## src/erbir_pkg.sv

```systemverilog
// Constants, register map and carrier types of the banked register and interrupt routing block
package erbir_pkg;

    // Software bus geometry
    localparam int unsigned AXI_ADDR_W = 8;
    localparam int unsigned AXI_DATA_W = 32;
    localparam int unsigned REG_W      = 16;

    // Banked space: four banks of eight registers
    localparam int unsigned BANK_W     = 2;
    localparam int unsigned IDX_W      = 3;
    localparam int unsigned NUM_BANKS  = 4;
    localparam int unsigned REGS_BANK  = 8;

    // Byte offsets on the software bus
    localparam logic [7:0] WIN_BASE_OFS = 8'h00;
    localparam logic [7:0] BANK_SEL_OFS = 8'h20;

    // Interrupt registers live in the speed-critical bank
    localparam logic [1:0] IRQ_BANK      = 2'h3;
    localparam logic [2:0] IRQ_STAT_IDX  = 3'h4;
    localparam logic [2:0] IRQ_MASK_IDX  = 3'h5;
    localparam logic [2:0] IRQ_PRIO_IDX  = 3'h6;
    localparam logic [2:0] IRQ_VEC_IDX   = 3'h7;

    // Interrupt sources: bit positions in status and mask
    localparam int unsigned NUM_SRC    = 4;
    localparam int unsigned SRC_HSYNC  = 0;
    localparam int unsigned SRC_VSYNC  = 1;
    localparam int unsigned SRC_TSEC   = 2;
    localparam int unsigned SRC_TCAP   = 3;

    // Core request lines and priority field positions
    localparam int unsigned NUM_LINES  = 3;
    localparam int unsigned LINE_HSYNC = 0;
    localparam int unsigned LINE_VSYNC = 1;
    localparam int unsigned LINE_TIMER = 2;
    localparam int unsigned PRIO_W     = 2;

    // Vector flag values
    localparam logic VEC_TSEC = 1'b0;
    localparam logic VEC_TCAP = 1'b1;

    // Values after reset
    localparam logic [1:0]  BANK_SEL_RST = 2'h0;
    localparam logic [3:0]  IRQ_MASK_RST = 4'hF;
    localparam logic [5:0]  IRQ_PRIO_RST = 6'h06;
    localparam logic [15:0] REG_ZERO     = 16'h0000;

    // Bus responses
    localparam logic [1:0] RESP_OKAY   = 2'h0;
    localparam logic [1:0] RESP_SLVERR = 2'h2;

    typedef struct packed {
        logic [BANK_W-1:0] bank;
        logic [IDX_W-1:0]  idx;
    } erbir_loc_t;

    typedef struct packed {
        logic              we;
        erbir_loc_t        loc;
        logic [1:0]        be;
        logic [REG_W-1:0]  wdata;
    } erbir_preq_t;

endpackage

```

## src/erbir_top.sv

```systemverilog
// Banked peripheral register access and interrupt routing onto the core request lines
//
// What this block does
// - Bank bits plus address reach 4x8 registers
// - Three address bits select one of eight
// - Registers are 16 bits, steer peripherals
// - Speed-critical registers sit in bank 3
// - Four sources routed onto three core lines
// - Both timers ORed onto one line
// - Unmasked timer request loads vector flag: 0 second timer, 1 capture
// - Sync requests non-vectored, own core lines
// - Priority and per-source mask fields
`timescale 1ns/1ns
`default_nettype none

module erbir_top (
    input  wire logic                  clk,              // System clock, 125 MHz
    input  wire logic                  srst,             // Synchronous reset, active high
    // AXI4-Lite slave
    input  wire logic [7:0]            s_axi_awaddr,     // Write address
    input  wire logic                  s_axi_awvalid,    // Write address valid
    output logic                       s_axi_awready,    // Write address ready
    input  wire logic [31:0]           s_axi_wdata,      // Write data
    input  wire logic [3:0]            s_axi_wstrb,      // Write byte strobes
    input  wire logic                  s_axi_wvalid,     // Write data valid
    output logic                       s_axi_wready,     // Write data ready
    output logic [1:0]                 s_axi_bresp,      // Write response
    output logic                       s_axi_bvalid,     // Write response valid
    input  wire logic                  s_axi_bready,     // Write response ready
    input  wire logic [7:0]            s_axi_araddr,     // Read address
    input  wire logic                  s_axi_arvalid,    // Read address valid
    output logic                       s_axi_arready,    // Read address ready
    output logic [31:0]                s_axi_rdata,      // Read data
    output logic [1:0]                 s_axi_rresp,      // Read response
    output logic                       s_axi_rvalid,     // Read data valid
    input  wire logic                  s_axi_rready,     // Read data ready
    // Interrupt sources
    input  wire logic                  hsync_pin,        // Horizontal sync pin
    input  wire logic                  vsync_pin,        // Vertical sync pin
    input  wire logic                  tsec_evt,         // Second timer event pulse
    input  wire logic                  tcap_evt,         // Capture timer event pulse
    // Core side
    output logic [2:0]                 core_irq,         // Core request lines, one-hot winner
    output logic                       irq,              // Any unmasked pending source
    output logic [1:0]                 bank_sel,         // Current user bank bits
    // Peripheral register port
    output logic                       periph_req,       // One-cycle access strobe
    output erbir_pkg::erbir_preq_t     periph_cmd,       // Access location, kind and data
    input  wire logic [15:0]           periph_rdata      // Read data for periph_cmd.loc
);

    ////////////////////////////////////////////////////////////////////////////////
    // State

    logic                         aw_hold_q;
    logic [7:0]                   aw_addr_q;
    logic                         w_hold_q;
    logic [15:0]                  w_data_q;
    logic [1:0]                   w_strb_q;
    logic                         bvalid_q;
    logic [1:0]                   bresp_q;
    logic                         rd_busy_q;
    logic [7:0]                   rd_addr_q;
    logic                         rvalid_q;
    logic [1:0]                   rresp_q;
    logic [15:0]                  rdata_q;
    logic [1:0]                   bank_sel_q;
    logic [3:0]                   status_q;
    logic [3:0]                   status_d;
    logic [3:0]                   mask_q;
    logic [3:0]                   mask_d;
    logic [5:0]                   prio_q;
    logic [5:0]                   prio_d;
    logic                         vec_q;
    logic                         vec_d;
    logic [2:0]                   core_irq_q;
    logic                         irq_q;
    logic                         periph_req_q;
    erbir_pkg::erbir_preq_t       periph_cmd_q;

    ////////////////////////////////////////////////////////////////////////////////
    // Write channel

    localparam logic [2:0] WIN_TOP = erbir_pkg::WIN_BASE_OFS[7:5];

    assign s_axi_awready = ~aw_hold_q & ~bvalid_q;
    assign s_axi_wready  = ~w_hold_q & ~bvalid_q;

    wire        aw_take  = s_axi_awvalid & s_axi_awready;
    wire        w_take   = s_axi_wvalid & s_axi_wready;
    wire        aw_have  = aw_hold_q | aw_take;
    wire        w_have   = w_hold_q | w_take;
    wire        wr_fire  = aw_have & w_have & ~bvalid_q;
    wire [7:0]  wr_addr  = aw_hold_q ? aw_addr_q : s_axi_awaddr;
    wire [15:0] wr_data  = w_hold_q ? w_data_q : s_axi_wdata[15:0];
    wire [1:0]  wr_strb  = w_hold_q ? w_strb_q : s_axi_wstrb[1:0];

    // three address bits pick the register
    wire [2:0]  wr_idx   = wr_addr[4:2];
    wire        wr_win   = (wr_addr[7:5] == WIN_TOP) && (wr_addr[1:0] == 2'h0);
    wire        wr_bsel  = (wr_addr == erbir_pkg::BANK_SEL_OFS);
    // bank bits extend the register address
    wire erbir_pkg::erbir_loc_t wr_loc = '{bank: bank_sel_q, idx: wr_idx};
    // interrupt registers grouped in bank 3
    wire        wr_irq   = wr_win && (wr_loc.bank == erbir_pkg::IRQ_BANK) && wr_idx[2];
    wire        wr_per   = wr_win && !wr_irq;
    wire        wr_mask  = wr_fire && wr_irq && (wr_idx == erbir_pkg::IRQ_MASK_IDX) && wr_strb[0];
    wire        wr_prio  = wr_fire && wr_irq && (wr_idx == erbir_pkg::IRQ_PRIO_IDX) && wr_strb[0];

    always_ff @(posedge clk) begin
        if (srst) begin
            aw_hold_q <= 1'b0;
            aw_addr_q <= 8'h00;
        end else if (wr_fire) begin
            aw_hold_q <= 1'b0;
        end else if (aw_take) begin
            aw_hold_q <= 1'b1;
            aw_addr_q <= s_axi_awaddr;
        end
    end

    always_ff @(posedge clk) begin
        if (srst) begin
            w_hold_q <= 1'b0;
            w_data_q <= erbir_pkg::REG_ZERO;
            w_strb_q <= 2'h0;
        end else if (wr_fire) begin
            w_hold_q <= 1'b0;
        end else if (w_take) begin
            w_hold_q <= 1'b1;
            w_data_q <= s_axi_wdata[15:0];
            w_strb_q <= s_axi_wstrb[1:0];
        end
    end

    always_ff @(posedge clk) begin
        if (srst) begin
            bvalid_q <= 1'b0;
            bresp_q  <= erbir_pkg::RESP_OKAY;
        end else if (wr_fire) begin
            bvalid_q <= 1'b1;
            bresp_q  <= (wr_win || wr_bsel) ? erbir_pkg::RESP_OKAY : erbir_pkg::RESP_SLVERR;
        end else if (s_axi_bready) begin
            bvalid_q <= 1'b0;
        end
    end

    assign s_axi_bvalid = bvalid_q;
    assign s_axi_bresp  = bresp_q;

    ////////////////////////////////////////////////////////////////////////////////
    // Read channel

    // Reads wait one cycle while a write uses the peripheral port
    assign s_axi_arready = ~rd_busy_q & ~rvalid_q & ~wr_fire;

    wire        ar_take  = s_axi_arvalid & s_axi_arready;
    wire [2:0]  ar_idx   = s_axi_araddr[4:2];
    wire        ar_win   = (s_axi_araddr[7:5] == WIN_TOP) && (s_axi_araddr[1:0] == 2'h0);
    wire        ar_irq   = ar_win && (bank_sel_q == erbir_pkg::IRQ_BANK) && ar_idx[2];

    wire [2:0]  rd_idx   = rd_addr_q[4:2];
    wire        rd_win   = (rd_addr_q[7:5] == WIN_TOP) && (rd_addr_q[1:0] == 2'h0);
    wire        rd_bsel  = (rd_addr_q == erbir_pkg::BANK_SEL_OFS);
    wire        rd_irq   = rd_win && (bank_sel_q == erbir_pkg::IRQ_BANK) && rd_idx[2];
    wire        rd_stat  = rd_busy_q && rd_irq && (rd_idx == erbir_pkg::IRQ_STAT_IDX);

    // vector flag readable for the core's branch
    wire [15:0] irq_rval = (rd_idx == erbir_pkg::IRQ_STAT_IDX) ? {12'h000, status_q} :
                           (rd_idx == erbir_pkg::IRQ_MASK_IDX) ? {12'h000, mask_q} :
                           (rd_idx == erbir_pkg::IRQ_PRIO_IDX) ? {10'h000, prio_q} :
                                                                 {15'h0000, vec_q};
    // 16-bit registers, upper bus bits read zero
    wire [15:0] rd_val   = rd_irq  ? irq_rval :
                           rd_win  ? periph_rdata :
                           rd_bsel ? {14'h0000, bank_sel_q} : erbir_pkg::REG_ZERO;

    always_ff @(posedge clk) begin
        if (srst) begin
            rd_busy_q <= 1'b0;
            rd_addr_q <= 8'h00;
        end else if (ar_take) begin
            rd_busy_q <= 1'b1;
            rd_addr_q <= s_axi_araddr;
        end else begin
            rd_busy_q <= 1'b0;
        end
    end

    always_ff @(posedge clk) begin
        if (srst) begin
            rvalid_q <= 1'b0;
            rresp_q  <= erbir_pkg::RESP_OKAY;
            rdata_q  <= erbir_pkg::REG_ZERO;
        end else if (rd_busy_q) begin
            rvalid_q <= 1'b1;
            rresp_q  <= (rd_win || rd_bsel) ? erbir_pkg::RESP_OKAY : erbir_pkg::RESP_SLVERR;
            rdata_q  <= rd_val;
        end else if (s_axi_rready) begin
            rvalid_q <= 1'b0;
        end
    end

    assign s_axi_rvalid = rvalid_q;
    assign s_axi_rresp  = rresp_q;
    assign s_axi_rdata  = {16'h0000, rdata_q};

    ////////////////////////////////////////////////////////////////////////////////
    // Bank select and peripheral port

    // bank bits stay until software rewrites them
    always_ff @(posedge clk) begin
        if (srst) begin
            bank_sel_q <= erbir_pkg::BANK_SEL_RST;
        end else if (wr_fire && wr_bsel && wr_strb[0]) begin
            bank_sel_q <= wr_data[1:0];
        end
    end

    assign bank_sel = bank_sel_q;

    // peripheral accesses forwarded with location and strobes
    wire periph_wr = wr_fire && wr_per;
    wire periph_rd = ar_take && ar_win && !ar_irq;
    wire erbir_pkg::erbir_preq_t periph_nxt = periph_wr ?
        erbir_pkg::erbir_preq_t'{we: 1'b1, loc: wr_loc, be: wr_strb, wdata: wr_data} :
        erbir_pkg::erbir_preq_t'{we: 1'b0, loc: '{bank: bank_sel_q, idx: ar_idx},
                                 be: 2'h0, wdata: erbir_pkg::REG_ZERO};

    always_ff @(posedge clk) begin
        if (srst) begin
            periph_req_q <= 1'b0;
            periph_cmd_q <= '0;
        end else begin
            periph_req_q <= periph_wr | periph_rd;
            periph_cmd_q <= (periph_wr | periph_rd) ? periph_nxt : periph_cmd_q;
        end
    end

    assign periph_req = periph_req_q;
    assign periph_cmd = periph_cmd_q;

    ////////////////////////////////////////////////////////////////////////////////
    // Interrupt sources

    logic hs_rise;
    logic vs_rise;

    erbir_pin_sync u_hs_sync (
        .clk  (clk),
        .srst (srst),
        .pin  (hsync_pin),
        .rise (hs_rise)
    );

    erbir_pin_sync u_vs_sync (
        .clk  (clk),
        .srst (srst),
        .pin  (vsync_pin),
        .rise (vs_rise)
    );

    wire [3:0] src_evt = {tcap_evt, tsec_evt, vs_rise, hs_rise};

    ////////////////////////////////////////////////////////////////////////////////
    // Status, mask, priority and vector registers

    // Read of status clears it; a new event in that cycle survives
    assign status_d = (status_q & ~{4{rd_stat}}) | src_evt;

    // per-source mask and per-line priority fields
    assign mask_d = wr_mask ? wr_data[3:0] : mask_q;
    assign prio_d = wr_prio ? wr_data[5:0] : prio_q;

    wire [3:0] live_evt = src_evt & ~mask_q;

    // masked timer leaves the vector alone
    assign vec_d = live_evt[erbir_pkg::SRC_TSEC] ? erbir_pkg::VEC_TSEC :
                   live_evt[erbir_pkg::SRC_TCAP] ? erbir_pkg::VEC_TCAP : vec_q;

    always_ff @(posedge clk) begin
        if (srst) begin
            status_q <= 4'h0;
            mask_q   <= erbir_pkg::IRQ_MASK_RST;
            prio_q   <= erbir_pkg::IRQ_PRIO_RST;
            vec_q    <= erbir_pkg::VEC_TSEC;
        end else begin
            status_q <= status_d;
            mask_q   <= mask_d;
            prio_q   <= prio_d;
            vec_q    <= vec_d;
        end
    end

    ////////////////////////////////////////////////////////////////////////////////
    // Routing onto the core request lines

    wire [3:0] live = status_q & ~mask_q;

    // sync sources each on their own line
    wire [2:0] line_pend = {live[erbir_pkg::SRC_TSEC] | live[erbir_pkg::SRC_TCAP],
                            live[erbir_pkg::SRC_VSYNC],
                            live[erbir_pkg::SRC_HSYNC]};

    wire [1:0] p0 = prio_q[1:0];
    wire [1:0] p1 = prio_q[3:2];
    wire [1:0] p2 = prio_q[5:4];

    // higher priority value wins, ties go to the lower line
    wire w0 = line_pend[0] && !(line_pend[1] && (p1 > p0)) && !(line_pend[2] && (p2 > p0));
    wire w1 = line_pend[1] && !(line_pend[0] && (p0 >= p1)) && !(line_pend[2] && (p2 > p1));
    wire w2 = line_pend[2] && !(line_pend[0] && (p0 >= p2)) && !(line_pend[1] && (p1 >= p2));

    always_ff @(posedge clk) begin
        if (srst) begin
            core_irq_q <= 3'h0;
            irq_q      <= 1'b0;
        end else begin
            core_irq_q <= {w2, w1, w0};
            irq_q      <= |line_pend;
        end
    end

    assign core_irq = core_irq_q;
    assign irq      = irq_q;

endmodule

`default_nettype wire

```

## src/erbir_pin_sync.sv

```systemverilog
// Pin synchroniser with rising-edge event for a sync input
`timescale 1ns/1ns
`default_nettype none

module erbir_pin_sync (
    input  wire logic clk,      // System clock
    input  wire logic srst,     // Synchronous reset, active high
    input  wire logic pin,      // Asynchronous pin level
    output logic      rise      // One-cycle pulse on an accepted rising edge
);

    logic s1_q;
    logic s2_q;
    logic s3_q;
    logic stable_q;
    logic rise_q;

    // Change is accepted only once stages two and three agree
    wire agree = (s2_q == s3_q);

    always_ff @(posedge clk) begin
        if (srst) begin
            s1_q     <= 1'b0;
            s2_q     <= 1'b0;
            s3_q     <= 1'b0;
            stable_q <= 1'b0;
            rise_q   <= 1'b0;
        end else begin
            s1_q     <= pin;
            s2_q     <= s1_q;
            s3_q     <= s2_q;
            stable_q <= agree ? s3_q : stable_q;
            rise_q   <= agree & s3_q & ~stable_q;
        end
    end

    assign rise = rise_q;

endmodule

`default_nettype wire

```

## config.mk

```make
export PLATFORM = sky130hd
export DESIGN_NAME = erbir_top
export DESIGN_NICKNAME = d
export VERILOG_FILES = /design/src/erbir_pkg.sv /design/src/erbir_top.sv /design/src/erbir_pin_sync.sv
export SDC_FILE = /design/constraint.sdc
export NUM_CORES = 1
export LEC_CHECK = 0
export CORE_ASPECT_RATIO = 0.75
export CORE_MARGIN = 3
export CORE_UTILIZATION = 35
export CTS_BUF_LIST = sky130_fd_sc_hd__clkbuf_2 sky130_fd_sc_hd__clkbuf_4 sky130_fd_sc_hd__clkbuf_8
export CTS_CLUSTER_SIZE = 14
export DETAILED_ROUTE_END_ITERATION = 10
export DONT_BUFFER_PORTS = 1
export SYNTH_ARGS = -nofsm -noshare
export SYNTH_HDL_FRONTEND = slang
export SYNTH_SLANG_ARGS = --single-unit
```

## constraint.sdc

```tcl
create_clock -name clk -period 2.4 [get_ports clk]
set_input_delay 0.12 -clock clk [delete_from_list [all_inputs] [get_ports clk]]
set_output_delay 0.12 -clock clk [all_outputs]
set_load 0.005 [all_outputs]
```

## Yosys cells after proc, flatten, opt, wreduce, memory -nomap -nowiden

Cells that the tools add are included.

- Register bits: 115
- Output and inout port bits: 72
- Latch bits: 0
- Memories kept: 0
- ROM bits: 0
- Bits in writable memories: 0

- Magnitude comparators: 6
- Muxes and demuxes: 17
- $mul: 0
- Reductions and logical operators: 57
- Divide/modulo/power cells: 0
- Add/subtract/negate cells: 0
- Equality and inequality tests: 10
- Shift operators: 0
- Bitwise gates (word level): 31

Operator list:

| cell | count |
|---|---|
| $mux W16 | 3 |
| $logic_and A1 B1 Y1 | 34 |
| $mux W24 | 1 |
| $mux W6 | 3 |
| $eq A8 B6 Y1 const B | 2 |
| $eq A3 B3 Y1 const B | 5 |
| $and A1 B1 Y1 | 13 |
| $and A4 B4 Y4 | 3 |
| $logic_not A3 Y1 | 3 |
| $logic_not A1 Y1 | 8 |
| $mux W2 | 4 |
| $mux W8 | 1 |
| $not A1 Y1 | 8 |
| $not A4 Y4 | 2 |
| $ge A2 B2 Y1 | 3 |
| $gt A2 B2 Y1 | 3 |
| $logic_not A2 Y1 | 3 |
| $mux W1 | 5 |
| $or A1 B1 Y1 | 4 |
| $or A4 B4 Y4 | 1 |
| $reduce_and A2 Y1 | 2 |
| $reduce_bool A2 Y1 | 2 |
| $reduce_or A2 Y1 | 2 |
| $reduce_or A3 Y1 | 1 |
| 3 further kinds | 5 |

## Logic depth before layout (Yosys ltp)

- Depth after elaboration: 12
- Depth in mapped cells: 8
- Depth with buffers taken out: 6

## By module

A second synthesis with hierarchy kept.

- Cell total of the unflattened synthesis: 576
- Area total of the unflattened synthesis: 5,014.8 um^2

Modules (own cells, without submodules):

| module | area an instance (um^2) | instances | cells an instance |
|---|---|---|---|
| erbir_top | 4,699.5 | 1 | 552 |
| erbir_pin_sync | 157.7 | 2 | 12 |

## Worst setup path before layout

No wires, ideal clock.

- Path kind: reg-to-reg
- Start point: reg bvalid_q, in the netlist s_axi_bvalid
- End point: reg periph_cmd_q, in the netlist periph_cmd[21]
- Data required time: 2.278 ns
- Arrival time: 1.866 ns
- Cell stages (with the launch flop): 9
- Clock period less this slack: 1.988 ns
- Library setup time: 0.122 ns
- Path slack: 0.412 ns
- Cells stage by stage: dfxtp_1 -> clkbuf_1 -> o211ai_1 -> buf_2 -> or4_1 -> buf_2 -> buf_2 -> nand4b_1 -> o21ai_0

- Longest elaborated chain between the ends: 12
- Elaborated cells between the ends (all ways): 16
- Classes of those cells: bitwise: 13; reduce/logical: 3

RTL lines:

| item | RTL line | RTL |
|---|---|---|
| from (decl) | erbir_top.sv:60 | `logic bvalid_q;` |
| from (signal assigned) | erbir_top.sv:138 | `bvalid_q <= 1'b0;` |
| from (signal assigned) | erbir_top.sv:141 | `bvalid_q <= 1'b1;` |
| from (signal assigned) | erbir_top.sv:144 | `bvalid_q <= 1'b0;` |
| $not A1 Y1 * | erbir_top.sv:86, erbir_top.sv:87, erbir_top.sv:93 |  |
| $and A1 B1 Y1, on equally long branches | erbir_top.sv:86, erbir_top.sv:87 |  |
| $and A1 B1 Y1, on equally long branches | erbir_top.sv:89, erbir_top.sv:90 |  |
| $or A1 B1 Y1, on equally long branches | erbir_top.sv:91, erbir_top.sv:92 |  |
| $and A1 B1 Y1 | erbir_top.sv:93 | `wire wr_fire = aw_have & w_have & ~bvalid_q;` |
| $and A1 B1 Y1 * | erbir_top.sv:93 |  |
| $not A1 Y1 (no line) | - |  |
| $and A1 B1 Y1 | erbir_top.sv:155 | `assign s_axi_arready = ~rd_busy_q & ~rvalid_q & ~wr_fire;` |
| $and A1 B1 Y1 | erbir_top.sv:157 | `wire ar_take = s_axi_arvalid & s_axi_arready;` |
| $logic_and A1 B1 Y1 (2 in series) | erbir_top.sv:224 | `wire periph_rd = ar_take && ar_win && !ar_irq;` |
| $or A1 B1 Y1 * | erbir_top.sv:236 | `periph_cmd_q <= (periph_wr \| periph_rd) ? periph_nxt : periph_cmd_q;` |
| to (signal assigned) | erbir_top.sv:236 |  |
| to (decl) | erbir_top.sv:79 | `erbir_pkg::erbir_preq_t periph_cmd_q;` |

Every way passes the cells marked *; elsewhere a longest branch is shown, timed or not.
A chain may end at the register's enable or synchronous reset.

## Worst setup path in the final report

- Start point: reg aw_hold_q
- End point: reg periph_cmd_q, in the netlist periph_cmd[19]

- Longest elaborated chain between the ends: 12
- Elaborated cells between the ends (all ways): 22
- Classes of those cells: mux: 2; bitwise: 10; reduce/logical: 10

RTL lines:

| item | RTL line | RTL |
|---|---|---|
| from (decl) | erbir_top.sv:55 | `logic aw_hold_q;` |
| from (signal assigned) | erbir_top.sv:112 | `aw_hold_q <= 1'b0;` |
| from (signal assigned) | erbir_top.sv:115 | `aw_hold_q <= 1'b0;` |
| from (signal assigned) | erbir_top.sv:117 | `aw_hold_q <= 1'b1;` |
| $not A1 Y1 | erbir_top.sv:86 | `assign s_axi_awready = ~aw_hold_q & ~bvalid_q;` |
| $and A1 B1 Y1 | erbir_top.sv:86 |  |
| $and A1 B1 Y1 | erbir_top.sv:89 | `wire aw_take = s_axi_awvalid & s_axi_awready;` |
| $or A1 B1 Y1 | erbir_top.sv:91 | `wire aw_have = aw_hold_q \| aw_take;` |
| $and A1 B1 Y1 (2 in series) | erbir_top.sv:93 |  |
| $not A1 Y1 (no line) | - |  |
| $and A1 B1 Y1 | erbir_top.sv:155 |  |
| $and A1 B1 Y1 | erbir_top.sv:157 |  |
| $logic_and A1 B1 Y1 (2 in series) | erbir_top.sv:224 |  |
| $or A1 B1 Y1 | erbir_top.sv:236 |  |

Parallel ways exist; a longest one is shown, timed or not.

==> run_results.csv <==
group,metric,value,unit
run_status,status,"completed",
cts,cts_max_path_buffers,2,
synthesis,synthXorXnorAreaFrac,0,%
floorplanning,core_region_area,13930,um^2
cts,clk_latency,430,ps
placed_design,portBuffers,0,
grt,antenna_found_initial,0,
sta,period_minus_slack,2152,ps
floorplanning,die_y,110.1,um
floorplanning,die_w,144.8,um
synthesis,syn-instance-count,576,
sta,finClkSkew,12.29,ps
sta,grt_setup_unrepaired,"no",
grt,grt-ovfl-total,0,
sta,slew_headroom,61.60,%
drt,drt_iter0_drc,319,
run,max_cap_viol_count,0,
pwr,ir_worst_vdd,0.3360,mV
synthesis,ys_warn_count,0,
cts,post_cts_buffers,0,
critical_path,critPathKind,"reg -> reg",
sta,setup_tns,0,ps
sta,worstMarginPinSlew,574.3,ps
floorplanning,die_area,15940,um^2
pwr,switchingPower,1.072,mW
synthesis,synth-compound-area-share,12.22,%
critical_path,critPathRequiredTime,2740,ps
grt,grt_pass1_wl,20.41,mm
cts,clk_pin_slew,70,ps
sta,setup_viol,0,
layout,final_nets,716,
cts,numClockSinks,113,
grt,use_met2,24.54,%
layout,n_antenna_cell,0,
synthesis,synth-async-reset-ratio,0,%
drt,wl,13.48,mm
floorplanning,io_pins,151,
synthesis,syn-cell-area,5056,um^2
drt,antenna_left,0,
pwr,p_per_area,697.0,nW/um^2
critical_path,path_cells,"o22ai_1 > o211ai_1 > or4_1 > buf_4 > mux2i_1 > a211oi_1",
sta,fmax,464.7,MHz
placed_design,dp_hpwl,9.064,mm
synthesis,synthAdderAreaFrac,1.980,%
pwr,switching_share,24.91,%
pwr,p_clk_share,41.6,%
sta,holdWs,25.62,ps
floorplanning,rows,37,
cts,cts_buffers,17,
synthesis,avgSynthCellArea,8.778,um^2
sta,hold_viol,0,
cts,cts_root_buffer,"clkbuf_8",
floorplanning,start_util,36.28,%
critical_path,arrival,2490,ps
grt,grt_max_degree,122,
synthesis,synthMuxAreaShare,11.53,%
layout,fin_area,6176,um^2
synthesis,synth_top_family_by_area,"simple AND/OR/NAND/NOR gates",
sta,fin_crit_sh,89.66,%
grt,grt_pass1_vias,3865,
grt,top_usage_layer,"met2",
placed_design,gp_congestion,0.8897,
critical_path,critPathBufInv,1,
cts,cts_max_level,4,
drt,route.detailed.drc,0,
synthesis,synth_edf_count,0,
synthesis,ys_seq_area_share,44.74,%
critical_path,worst-path-max-fanout,25,
pwr,combPwrFrac,11.7,%
cts,cts_tree,"built",
critical_path,cp_top_family,"compound AO/OA/AOI/OAI gates",
pwr,p_int,3.232,mW
drt,dr_total_vias,4123,
placed_design,dpl_cell_area,5176,um^2
sta,slew_viol_final,0,
drt,wl_per_cell,16.14,um
synthesis,ys_types,50,
synthesis,ys.flop_type,"dfxtp_1",
pwr,seqPwrFrac,46.7,%
synthesis,synth_seq_cells,113,
grt,grt_util_met3,6.598,%
critical_path,critPathLaunchType,"flop",
synthesis,synthSimpleGateAreaFrac,22.62,%
critical_path,critPathSlowestCell,"or4_1",
layout,drive_above_1_share,9.844,%
hold_path,hold_class,"in -> reg",
grt,track_usage,16.66,%
drt,via_per_inst,4.938,
drt,dr.pass1.iters,5,
layout,syn_to_final_growth,22.15,%
critical_path,slowest_delay,530,ps
pwr,leakagePower,2.446,nW
grt,use_met1,22.55,%
critical_path,critPathCaptureType,"flop",
layout,post-route-util,44.32,%
## timing repair
action                                 4_1_cts  5_1_grt
hold buffers                                59        0
resized for setup                            0        0
endpoints found under the hold margin      113        0
## power by group through the flow
stage               Clock, mW  Combinational, mW  Sequential (mW)
floorplan                   0              0.347             2.03
global placement            0              0.373             2.05
detailed placement          0              0.383             2.05
CTS                      1.82              0.501             2.01
global route             1.92              0.557             2.02
finish                   1.79              0.503             2.01
## kinds of logic (layout without fill, tap and decap cells)
family,after synthesis,after routing
buf+inv,70,117
simple gates,223,223
other cells,1,18
mux,57,57
fa+ha+maj,8,8
compound gates,104,104
flops,113,113
## per-stage QoR
step	total power, mW	setup WS (ps)	std cells
floorplan	2.373	412.2	593
global placement	2.419	327.7	746
detailed placement	2.434	271.9	746
CTS	4.329	259.0	835
global route	4.497	78.46	835
finish	4.304	248.1	835
## Yosys cell counts, types with 2 or more instances
master / n / area [um^2]
a22o_1: 3 / 26.28
a2111oi_0: 2 / 17.52
nand4b_1: 4 / 35.03
buf_4: 20 / 150.1
nand2b_1: 9 / 56.30
dfxtp_1: 113 / 2262
o22ai_1: 2 / 12.51
a2bb2oi_1: 3 / 26.28
mux2i_1: 47 / 470.5
nand4_1: 6 / 37.54
nor2b_1: 23 / 143.9
buf_2: 6 / 30.03
nand3b_1: 2 / 15.01
or2_0: 12 / 75.07
or4_1: 3 / 22.52
a211oi_1: 11 / 82.58
mux2_2: 10 / 112.6
nor3_1: 11 / 55.05
inv_1: 14 / 52.55
ha_1: 8 / 100.1
a21oi_1: 67 / 335.3
nand3_1: 20 / 100.1
nand2_1: 48 / 180.2
o21ai_0: 7 / 35.03
nor2_1: 69 / 259.0
and3b_1: 2 / 17.52
clkbuf_1: 29 / 108.9
and2_1: 2 / 12.51
nor3b_1: 2 / 15.01
## placed cells by master (no fill, tap or decap), types with 3 or more instances in the layout
cell type,instances
inv_1,14
nor3_1,11
mux2_2,10
or2_0,12
mux2i_1,47
nor2_1,69
buf_4,14
a2bb2oi_1,3
ha_1,8
nand4_1,6
nand2b_1,9
conb_1,18
nand2_1,48
nor2b_1,23
o21ai_0,7
a211oi_1,11
a22o_1,3
clkinv_2,4
clkbuf_4,3
dfxtp_1,113
dlygate4sd3_1,58
a21oi_1,67
nand3_1,20
nand4b_1,4
clkbuf_8,21
or4_1,3
## sequential cells by signal, indices dropped and copies added, names as in the netlist, 2 cells and up
register	flops
prio_q	6
rd_addr_q	8
status_q	4
mask_q	4
bank_sel	2
rdata_q	16
w_data_q	16
aw_addr_q	8
core_irq	3
periph_cmd	24
w_strb_q	2
## cell type report
| class | instances | area (um^2) |
|---|---|---|
| Tap cell | 195 | 244.0 |
| Clock inverter | 6 | 80.08 |
| Timing Repair Buffer | 73 | 713.2 |
| Fill cell | 1337 | 7759 |
| Multi-Input combinational cell | 410 | 2512 |
| Inverter | 14 | 52.55 |
| Clock buffer | 24 | 311.5 |
| Sequential cell | 113 | 2262 |
## tightest hold or removal path: stages
cell and delay [ps]:
mux2i_1 90, or2_0 120, a21oi_1 60
## worst paths after layout
kind / from / end / slack [ps] / cells past startpoint
setup / recovery: aw_hold_q$_SDFFE_PP0P_ / periph_cmd[19]$_SDFFE_PP0P_ / 250 / 6
hold / removal: s_axi_wdata[9] / periph_cmd[9]$_SDFFE_PP0P_ / 30 / 3
setup reg to reg: aw_hold_q$_SDFFE_PP0P_ / periph_cmd[19]$_SDFFE_PP0P_ / 250 / 6
hold reg to reg: u_hs_sync.stable_q$_SDFFE_PP0N_ / u_hs_sync.rise$_SDFF_PP0_ / 420 / 1
## layer usage
layer / vias up / part of all wire (%) / routed length (um)
met5: - / 0 / 0
met4: 0 / 1.2 / 158
met3: 9 / 8.0 / 1076
met2: 144 / 44 / 5900
met1: 1914 / 47 / 6342
li1: 2056 / - / -
(Power assumes the default switching activity.)
